## src/inc/lpv_defs.svh

```systemverilog
`ifndef LPV_DEFS_SVH
`define LPV_DEFS_SVH

// Serial word
`define LPV_WORD_W 24
`define LPV_SEL_MSB 2
`define LPV_SEL_LSB 0

// Register select codes in the three low bits of a word
`define LPV_SEL_LO_PATH 3'h5
`define LPV_SEL_VCO_CTRL 3'h6
`define LPV_SEL_EXT_VCO 3'h7

// Reset values
`define LPV_RST_LO_PATH 24'h0000d5
`define LPV_RST_VCO_CTRL 24'h1e2106
`define LPV_RST_EXT_VCO 24'h000007

// LO path and modulator control fields
`define LPV_LO_DRIVER_BIT 3
`define LPV_LO_EXT_IN_BIT 4
`define LPV_LO_MULT_BIT 5
`define LPV_MOD_BIAS_BIT 6
`define LPV_MOD_OUT_BIT 7

// VCO control and enable fields
`define LPV_BAND_LSB 3
`define LPV_BAND_MSB 8
`define LPV_BAND_SRC_BIT 9
`define LPV_AMP_LSB 10
`define LPV_AMP_MSB 15
`define LPV_PLL_LSB 17
`define LPV_PLL_MSB 20
`define LPV_CP_EN_BIT 20
`define LPV_VCO_EN_LSB 17
`define LPV_VCO_EN_MSB 19

// External VCO enable field
`define LPV_EXT_VCO_BIT 22

`endif

```

## src/inc/lpv_pkg.sv

```systemverilog
package lpv_pkg;

  typedef enum logic [3:0] {
    LPV_LO_DISABLED = 4'h1,
    LPV_LO_INPUT = 4'h2,
    LPV_LO_OUT_1X = 4'h4,
    LPV_LO_OUT_2X = 4'h8
  } lpv_lo_mode_e;

  typedef struct packed {
    logic [1:0] clk_sync;
    logic [1:0] data_sync;
    logic [1:0] le_sync;
    logic clk_prev;
    logic le_prev;
    logic [23:0] shift;
    logic word_valid;
    logic [23:0] word;
  } lpv_ser_s;

  typedef struct packed {
    logic [23:0] lo_path;
    logic [23:0] vco_ctrl;
    logic [23:0] ext_vco;
    logic [1:0] sel_sync;
    logic mod_bias_en;
    logic mod_out_en;
    lpv_lo_mode_e lo_mode;
    logic lo_port_drive_en;
    logic [5:0] active_band;
    logic [5:0] vco_amplitude;
    logic charge_pump_en;
    logic pll_on;
    logic internal_vco_on;
    logic ext_vco_mode;
  } lpv_regs_s;

endpackage : lpv_pkg

```

## src/verilog/lpv_lo_path_vco_regs.sv

```systemverilog
`timescale 1ns/1ps
`default_nettype none
`include "lpv_defs.svh"

module lpv_lo_path_vco_regs (
  input wire logic clk,
  input wire logic reset_n,
  input wire logic ser_clk,
  input wire logic ser_data,
  input wire logic ser_le,
  input wire logic lo_port_select_pin,
  input wire logic [5:0] band_cal_result,
  output logic mod_bias_en,
  output logic mod_out_en,
  output lpv_pkg::lpv_lo_mode_e lo_mode,
  output logic lo_port_drive_en,
  output logic [5:0] active_band,
  output logic [5:0] vco_amplitude,
  output logic charge_pump_en,
  output logic pll_on,
  output logic internal_vco_on,
  output logic ext_vco_mode
);

  function automatic logic is_sel(input logic [23:0] w, input logic [2:0] code);
    is_sel = (w[`LPV_SEL_MSB:`LPV_SEL_LSB] == code);
  endfunction : is_sel

  logic word_valid;
  logic [23:0] word;
  lpv_pkg::lpv_regs_s r_q;
  lpv_pkg::lpv_regs_s r_d;

  lpv_serial_rx u_rx (
    .clk(clk),
    .reset_n(reset_n),
    .ser_clk(ser_clk),
    .ser_data(ser_data),
    .ser_le(ser_le),
    .word_valid(word_valid),
    .word(word)
  );

  always_comb begin
    logic sel;
    logic ext_in;
    logic drv;
    logic mult;
    sel = 1'b0;
    ext_in = 1'b0;
    drv = 1'b0;
    mult = 1'b0;
    r_d = r_q;
    // Select pin comes from outside the clock domain; host keeps it driven
    r_d.sel_sync = {r_q.sel_sync[0], lo_port_select_pin};
    if (word_valid) begin
      if (is_sel(word, `LPV_SEL_LO_PATH)) begin
        r_d.lo_path = word;
      end
      if (is_sel(word, `LPV_SEL_VCO_CTRL)) begin
        r_d.vco_ctrl = word;
      end
      if (is_sel(word, `LPV_SEL_EXT_VCO)) begin
        r_d.ext_vco = word;
      end
    end
    r_d.mod_bias_en = r_q.lo_path[`LPV_MOD_BIAS_BIT];
    r_d.mod_out_en = r_q.lo_path[`LPV_MOD_BIAS_BIT] & r_q.lo_path[`LPV_MOD_OUT_BIT];
    sel = r_q.sel_sync[1];
    ext_in = r_q.lo_path[`LPV_LO_EXT_IN_BIT];
    drv = r_q.lo_path[`LPV_LO_DRIVER_BIT];
    mult = r_q.lo_path[`LPV_LO_MULT_BIT];
    if (!sel && ext_in && !drv) begin
      r_d.lo_mode = lpv_pkg::LPV_LO_INPUT;
    end else if (sel || drv) begin
      r_d.lo_mode = mult ? lpv_pkg::LPV_LO_OUT_2X : lpv_pkg::LPV_LO_OUT_1X;
    end else begin
      r_d.lo_mode = lpv_pkg::LPV_LO_DISABLED;
    end
    r_d.lo_port_drive_en = !(!sel && ext_in && !drv) && (sel || drv);
    // Band source 0 follows calibration, 1 takes the manual band
    r_d.active_band = r_q.vco_ctrl[`LPV_BAND_SRC_BIT] ?
                      r_q.vco_ctrl[`LPV_BAND_MSB:`LPV_BAND_LSB] : band_cal_result;
    r_d.vco_amplitude = r_q.vco_ctrl[`LPV_AMP_MSB:`LPV_AMP_LSB];
    r_d.pll_on = |r_q.vco_ctrl[`LPV_PLL_MSB:`LPV_PLL_LSB];
    r_d.charge_pump_en = r_q.vco_ctrl[`LPV_CP_EN_BIT];
    r_d.ext_vco_mode = r_q.ext_vco[`LPV_EXT_VCO_BIT] &&
                       (r_q.vco_ctrl[`LPV_AMP_MSB:`LPV_AMP_LSB] == 6'h00);
    r_d.internal_vco_on = !r_d.ext_vco_mode &&
                          (|r_q.vco_ctrl[`LPV_VCO_EN_MSB:`LPV_VCO_EN_LSB]);
  end

  // Derived outputs start off and settle from the defaults one cycle later
  always_ff @(posedge clk or negedge reset_n) begin
    if (!reset_n) begin
      r_q <= '0;
      r_q.lo_path <= `LPV_RST_LO_PATH;
      r_q.vco_ctrl <= `LPV_RST_VCO_CTRL;
      r_q.ext_vco <= `LPV_RST_EXT_VCO;
      r_q.lo_mode <= lpv_pkg::LPV_LO_DISABLED;
    end else begin
      r_q <= r_d;
    end
  end

  assign mod_bias_en = r_q.mod_bias_en;
  assign mod_out_en = r_q.mod_out_en;
  assign lo_mode = r_q.lo_mode;
  assign lo_port_drive_en = r_q.lo_port_drive_en;
  assign active_band = r_q.active_band;
  assign vco_amplitude = r_q.vco_amplitude;
  assign charge_pump_en = r_q.charge_pump_en;
  assign pll_on = r_q.pll_on;
  assign internal_vco_on = r_q.internal_vco_on;
  assign ext_vco_mode = r_q.ext_vco_mode;

endmodule : lpv_lo_path_vco_regs

`default_nettype wire

```

## src/verilog/lpv_serial_rx.sv

```systemverilog
`timescale 1ns/1ps
`default_nettype none
`include "lpv_defs.svh"

module lpv_serial_rx (
  input wire logic clk,
  input wire logic reset_n,
  input wire logic ser_clk,
  input wire logic ser_data,
  input wire logic ser_le,
  output logic word_valid,
  output logic [23:0] word
);

  lpv_pkg::lpv_ser_s s_q;
  lpv_pkg::lpv_ser_s s_d;

  // Edges are taken from the second sync stage only; the serial clock
  // must stay well below a quarter of clk for each edge to be seen.
  always_comb begin
    s_d = s_q;
    s_d.clk_sync = {s_q.clk_sync[0], ser_clk};
    s_d.data_sync = {s_q.data_sync[0], ser_data};
    s_d.le_sync = {s_q.le_sync[0], ser_le};
    s_d.clk_prev = s_q.clk_sync[1];
    s_d.le_prev = s_q.le_sync[1];
    s_d.word_valid = 1'b0;
    if (s_q.clk_sync[1] && !s_q.clk_prev && !s_q.le_sync[1]) begin
      s_d.shift = {s_q.shift[22:0], s_q.data_sync[1]};
    end
    if (s_q.le_sync[1] && !s_q.le_prev) begin
      s_d.word_valid = 1'b1;
      s_d.word = s_q.shift;
    end
  end

  always_ff @(posedge clk or negedge reset_n) begin
    if (!reset_n) begin
      s_q <= '0;
    end else begin
      s_q <= s_d;
    end
  end

  assign word_valid = s_q.word_valid;
  assign word = s_q.word;

endmodule : lpv_serial_rx

`default_nettype wire

```

## config.mk

```make
export PLATFORM = sky130hd
export DESIGN_NAME = lpv_lo_path_vco_regs
export DESIGN_NICKNAME = d
export VERILOG_FILES = /design/src/inc/lpv_pkg.sv /design/src/verilog/lpv_lo_path_vco_regs.sv /design/src/verilog/lpv_serial_rx.sv
export VERILOG_INCLUDE_DIRS = /design/src /design/src/inc
export SDC_FILE = /design/constraint.sdc
export NUM_CORES = 1
export LEC_CHECK = 0
export BUFFER_PORTS_ARGS = -buffer_cell sky130_fd_sc_hd__buf_2
export CAP_MARGIN = 20
export CORE_ASPECT_RATIO = 0.8
export CORE_MARGIN = 8
export CORE_UTILIZATION = 55
export DETAILED_ROUTE_END_ITERATION = 7
export PLACE_DENSITY_LB_ADDON = 0.25
export SLEW_MARGIN = 20
export SYNTH_ARGS = -nofsm -noshare
export SYNTH_HDL_FRONTEND = slang
export SYNTH_SLANG_ARGS = --single-unit
export TNS_END_PERCENT = 20
```

## constraint.sdc

```tcl
create_clock -name clk -period 2.33 [get_ports clk]
set_input_delay 0.233 -clock clk [delete_from_list [all_inputs] [get_ports clk]]
set_output_delay 0.233 -clock clk [all_outputs]
set_load 0.01 [all_outputs]
```

Yosys cells after proc, flatten, opt, wreduce, memory -nomap -nowiden
Index checks and enable logic that the tools add are counted.
- bits of input ports: 12
- output and inout port bits: 23
- logic and storage cells: 53
- bits in registers: 134
- equality and inequality tests: 3
- bitwise logic cells: 1
- reduce and logical (&&, ||, !) cells: 22
- muxes and demuxes: 5
- operators with widths (cell ; number):
    two-way mux 25 bit ; 1
    two-way mux 4 bit ; 3
    == test 3 bit, second input constant ; 3
    logical AND 1 bit ; 8
    zero test 1 bit ; 7
    zero test 6 bit ; 1
    two-way mux 6 bit ; 1
    AND reduction 2 bit ; 3
    OR reduction 4 bit ; 1
    OR reduction 3 bit ; 1
    AND 1 bit ; 1
    logical OR 1 bit ; 1

Logic depth before layout (Yosys ltp)
- depth after elaboration: 5
- depth in mapped cells: 3
- depth with buffers taken out: 2

Cells and area by module
A second synthesis with hierarchy kept.
- cell total of the unflattened synthesis: 247
- area, all modules: 4056.4 um^2
- by module, submodules not included (module ; instances ; seq. area each (um^2) ; cells each ; area an instance (um^2)):
    lpv_serial_rx ; 1 ; 1426.4 ; 137 ; 2232.1
    lpv_lo_path_vco_regs ; 1 ; 1213.7 ; 110 ; 1824.2

Least setup slack after synthesis
Ideal clock, no wire load.
- path kind: reg2reg
- start point: register u_rx.s_q (netlist bit u_rx.s_d[49])
- end point: register u_rx.s_q[29] in the netlist's numbering
- library setup time: 0.125 ns
- period minus slack after synthesis: 1.300 ns
- arrival time: 1.175 ns
- stages on the path, launching flop included: 4
- path buffers: 1
- required time: 2.205 ns
- slack: 1.030 ns
- cell sequence: dfrtp_1 nor3b_4 buf_6 mux2_2
- cells in the longest elaborated chain, start to end: 2
- ends and longest elaborated chain (element ; RTL line ; text):
    start: declaration ; lpv_serial_rx.sv:15 ; lpv_pkg::lpv_ser_s s_q;
    start signal: assignment ; lpv_serial_rx.sv:39 ; s_q <= '0;
    start signal: assignment ; lpv_serial_rx.sv:41 ; s_q <= s_d;
    zero test 1 bit ; lpv_serial_rx.sv:28 ; if (s_q.clk_sync[1] && !s_q.clk_prev && !s_q.le_sync[1]) begin
    logical AND 1 bit ; lpv_serial_rx.sv:28 ;
Every way passes these cells.
A chain may end at the register's enable or synchronous reset.

Worst setup path after layout
- start point: register u_rx.s_q (netlist bit u_rx.word[1])
- end point: register r_q[78] in the netlist's numbering
- cells in the longest elaborated chain, start to end: 2
- ends and longest elaborated chain (element ; RTL line ; text):
    == test 3 bit ; lpv_lo_path_vco_regs.sv:26 ; is_sel = (w[`LPV_SEL_MSB:`LPV_SEL_LSB] == code);
    AND reduction 2 bit (no source line) ; n/a ;
    end signal: assignment ; lpv_lo_path_vco_regs.sv:102 ; r_q <= r_d;
    end: declaration ; lpv_lo_path_vco_regs.sv:31 ; lpv_pkg::lpv_regs_s r_q;
Every way passes these cells.

==> qor.txt <==
PLACE
---------------------------------------------------------------------------------
Count of input and output buffers                                              34
Final estimated routing congestion in global placement                      0.680
HPWL after detailed placement                                             3480 um
DP Area                                                                 3860 um^2

YOSYS
---------------------------------------------------------------------------------
Dominant cell type by area after synthesis                                dfrtp_1
Synthesized-area fraction occupied by ao, oa, aoi and oai cells            0.270%
Register area share after synthesis                                         68.5%
Ys Warns                                                                        0
Adder-Cell Fraction of Synth Area                                              0%
Cell types occupying the most area after synthesis                   dfrtp_1, mux2_2, dfstp_2
Area fraction of the dominant cell type after synthesis                     61.4%
Mean area per synthesized cell                                          17.4 um^2
Post-Synthesis Cell Area                                                3710 um^2
Number of flip-flops and latches in the synthesized netlist                   101
Combinational family with the most area after synthesis              multiplexers
Gate Count Post-Synth                                                         213
Multiplexer area fraction after synthesis                                   23.2%
Net Count, Synth                                                              225
Post-synthesis simple-gate area fraction                                    3.34%
Netlist cell types                                                             22
Area share of xor/xnor cells in the synthesized design                         0%

DIE
---------------------------------------------------------------------------------
Row Count                                                                      26
I/O pin count                                                                  35
Die Area                                                                9650 um^2
Core Region                                                             6470 um^2
Die boundary height                                                       89.5 um
X dimension of the die                                                     108 um
Initial cell density of the core                                            57.3%

GLOBAL ROUTING
---------------------------------------------------------------------------------
GRT Total Usage                                                             12.4%
First-pass GRT wire length                                                9010 um
GRT overflow                                                                    0
Maximum number of pins on one net before global-route repair                   42
Via count of the first global-routing pass                                   1837
Number of antenna violations at the first check in global routing               0

CLOCKING
---------------------------------------------------------------------------------
Clock slew at reported path FFs                                           0.09 ns
Number of buffers created by CTS                                                9
Number of buffers on the longest clock path                                     2
CTS tree                                                                     done
Hold buffers post-CTS                                                           5
Clock sink count                                                              101
Clock latency of the later-clocked register in the worst-skew pair        0.36 ns
Count of H-tree levels built during CTS                                         3
CTS root buf                                                             clkbuf_8
# Post-CTS Setup Buffers                                                        0
Count of instances resized after the clock tree is built                        0

FINAL LAYOUT
---------------------------------------------------------------------------------
Share of cells above drive strength 1                                       55.0%
Cell area after layout                                                  4130 um^2
Utilization after layout                                                    63.8%
Leading cell type in the layout, fill and taps excluded                   dfrtp_1
Number of nets at the end of the flow                                         258
Fill cells                                                                    484
Most frequent cells in the layout                                    dfrtp_1, mux2_2, buf_2
Number of antenna diodes                                                        0
Area delta synth->final                                                     11.3%

TIMING
---------------------------------------------------------------------------------
Unrepaired setup endpoints after global routing                                no
Max-slew violation count                                                        0
Remaining max-slew budget at the tightest pin                               66.8%
Hold_ws                                                                  0.101 ns
Setup skew after layout                                                0.00875 ns
Actual slew at the worst max-slew pin                                    0.498 ns
Share of the clock period used by the worst path                            59.4%
Fin Setup TNS                                                                0 ns
Final setup violation count                                                     0
Shortest clock period the worst path allows after layout                  1.38 ns
Number of endpoints with negative hold slack in the final report                0
Highest clock frequency the design can meet                             0.723 GHz

PWR
---------------------------------------------------------------------------------
Proportion of power drawn by combinational gates                             9.9%
Cell internal power dissipation                                           2810 uW
Power density cells                                                   887 nW/um^2
Sequential share of power                                                   58.4%
Maximum ir drop on the vdd rail                                        0.000566 V
Sw frac                                                                     23.2%
Net switching power figure                                                 849 uW
Clock Power Share                                                           31.7%
Leakage power total                                                    0.00210 uW

DRT
---------------------------------------------------------------------------------
Detail-routed via count per cell                                             5.10
Number of iterations in the first detailed-routing pass                         3
Average detailed-routed wire length per instance                          15.4 um
Via total after detailed routing                                             1707
Drt initial violations                                                         40
Antenna-violating nets left                                                     0
DRC violation count after routing                                               0
Sum of routed wire length over all layers                                 5150 um

WORST SETUP PATH
---------------------------------------------------------------------------------
Maximum fanout along the worst path                                             5
Worst Setup Start Kind                                                  flip-flop
Category of the critical setup timing path                           flip-flop to flip-flop
Data arrival at the endpoint of the critical path                         1.63 ns
Data required time of the critical path                                   2.57 ns
Kind of capture point of the worst setup path                           flip-flop

OUTCOME
---------------------------------------------------------------------------------
Outcome                                                              complete, no violations

HOLD PATH
---------------------------------------------------------------------------------
Class of the tightest hold or removal check                          input port to flip-flop

RUN
---------------------------------------------------------------------------------
Count of maximum capacitance violations                                         0

## final cells by class
type	instances	area [um^2]	area share, %
multi-input cells	89	993	24.1
clock inverters	6	87.6	2.12
well taps	84	105	2.54
repair buffers	44	273	6.60
inverters	1	3.75	0.0909
flip-flops and latches	101	2540	61.5
clock buffers	10	128	3.09
## Yosys cell counts
cell type / n
buf_6: 3
inv_1: 1
and2_1: 2
nand4_1: 1
clkbuf_1: 1
nor2_1: 3
o32a_1: 1
dfstp_2: 10
or4_1: 1
mux2_1: 1
mux2_4: 10
mux2_2: 62
nand4b_4: 1
or4b_1: 1
nor3_1: 1
buf_4: 18
nor2b_1: 1
dfrtp_1: 91
nor3b_4: 1
nand4b_1: 1
or3_1: 1
and2b_1: 1
## cells by family after synthesis
logic type             Yosys count
flip-flops                     101
multiplexers                    73
buffers and inverters           23
AND/OR/NAND/NOR                 15
AO/OA/AOI/OAI                    1
## per-stage QoR
stage                     instances  power (uW)  setup WS, ns
after global placement          314        2520         0.969
after floorplan                 213        2420          1.03
after global routing            335        3840         0.893
final                           335        3660         0.946
after CTS                       335        3720         0.933
after detailed placement        314        2540         0.943
## state kept, by name (all words and copies together), names as in the netlist
register,flops
u_rx.s_d,5
active_band,6
u_rx.word_valid,1
r_d,9
pll_on,1
u_rx.s_q,26
internal_vco_on,1
lo_port_drive_en,1
lo_mode,4
charge_pump_en,1
mod_out_en,1
mod_bias_en,1
ext_vco_mode,1
vco_amplitude,6
u_rx.word,21
r_q,16
## worst paths after layout
kind	startpoint	depth (start not counted)	end	slack, ns
max	u_rx.word[1]$_DFFE_PN0P_	2	r_q[78]$_DFFE_PN0P_	0.95
min	band_cal_result[0]	2	active_band[0]$_DFF_PN0_	0.10
max reg2reg	u_rx.word[1]$_DFFE_PN0P_	2	r_q[78]$_DFFE_PN0P_	0.95
min reg2reg	u_rx.s_d[54]$_DFF_PN0_	0	u_rx.s_q[54]$_DFF_PN0_	0.36
max in group asynchronous	reset_n	3	u_rx.s_q[42]$_DFFE_PN0P_	1.25
min in group asynchronous	reset_n	2	r_q[24]$_DFF_PN0_	0.38
## worst max-delay path, cell delays in order (launching register included)
cell      delay [ns]
dfrtp_1         0.44
nand4b_1        0.44
mux2_2          0.40
## routing by layer
layer	part of all wire, %	GRT usage, %	vias to the layer above
li1	-	-	791
met1	48	15.2	880
met2	45	18.6	28
met3	5.5	5.98	8
met4	1.9	4.90	0
met5	0	0	-
## power groups by stage
stage	registers (uW)	logic [uW]	clock network, uW
floorplan	2130	294	0
global placement	2170	354	0
detailed placement	2170	366	0
CTS	2140	374	1210
global route	2170	405	1260
finish	2140	363	1160
(Power assumes the default switching activity.)
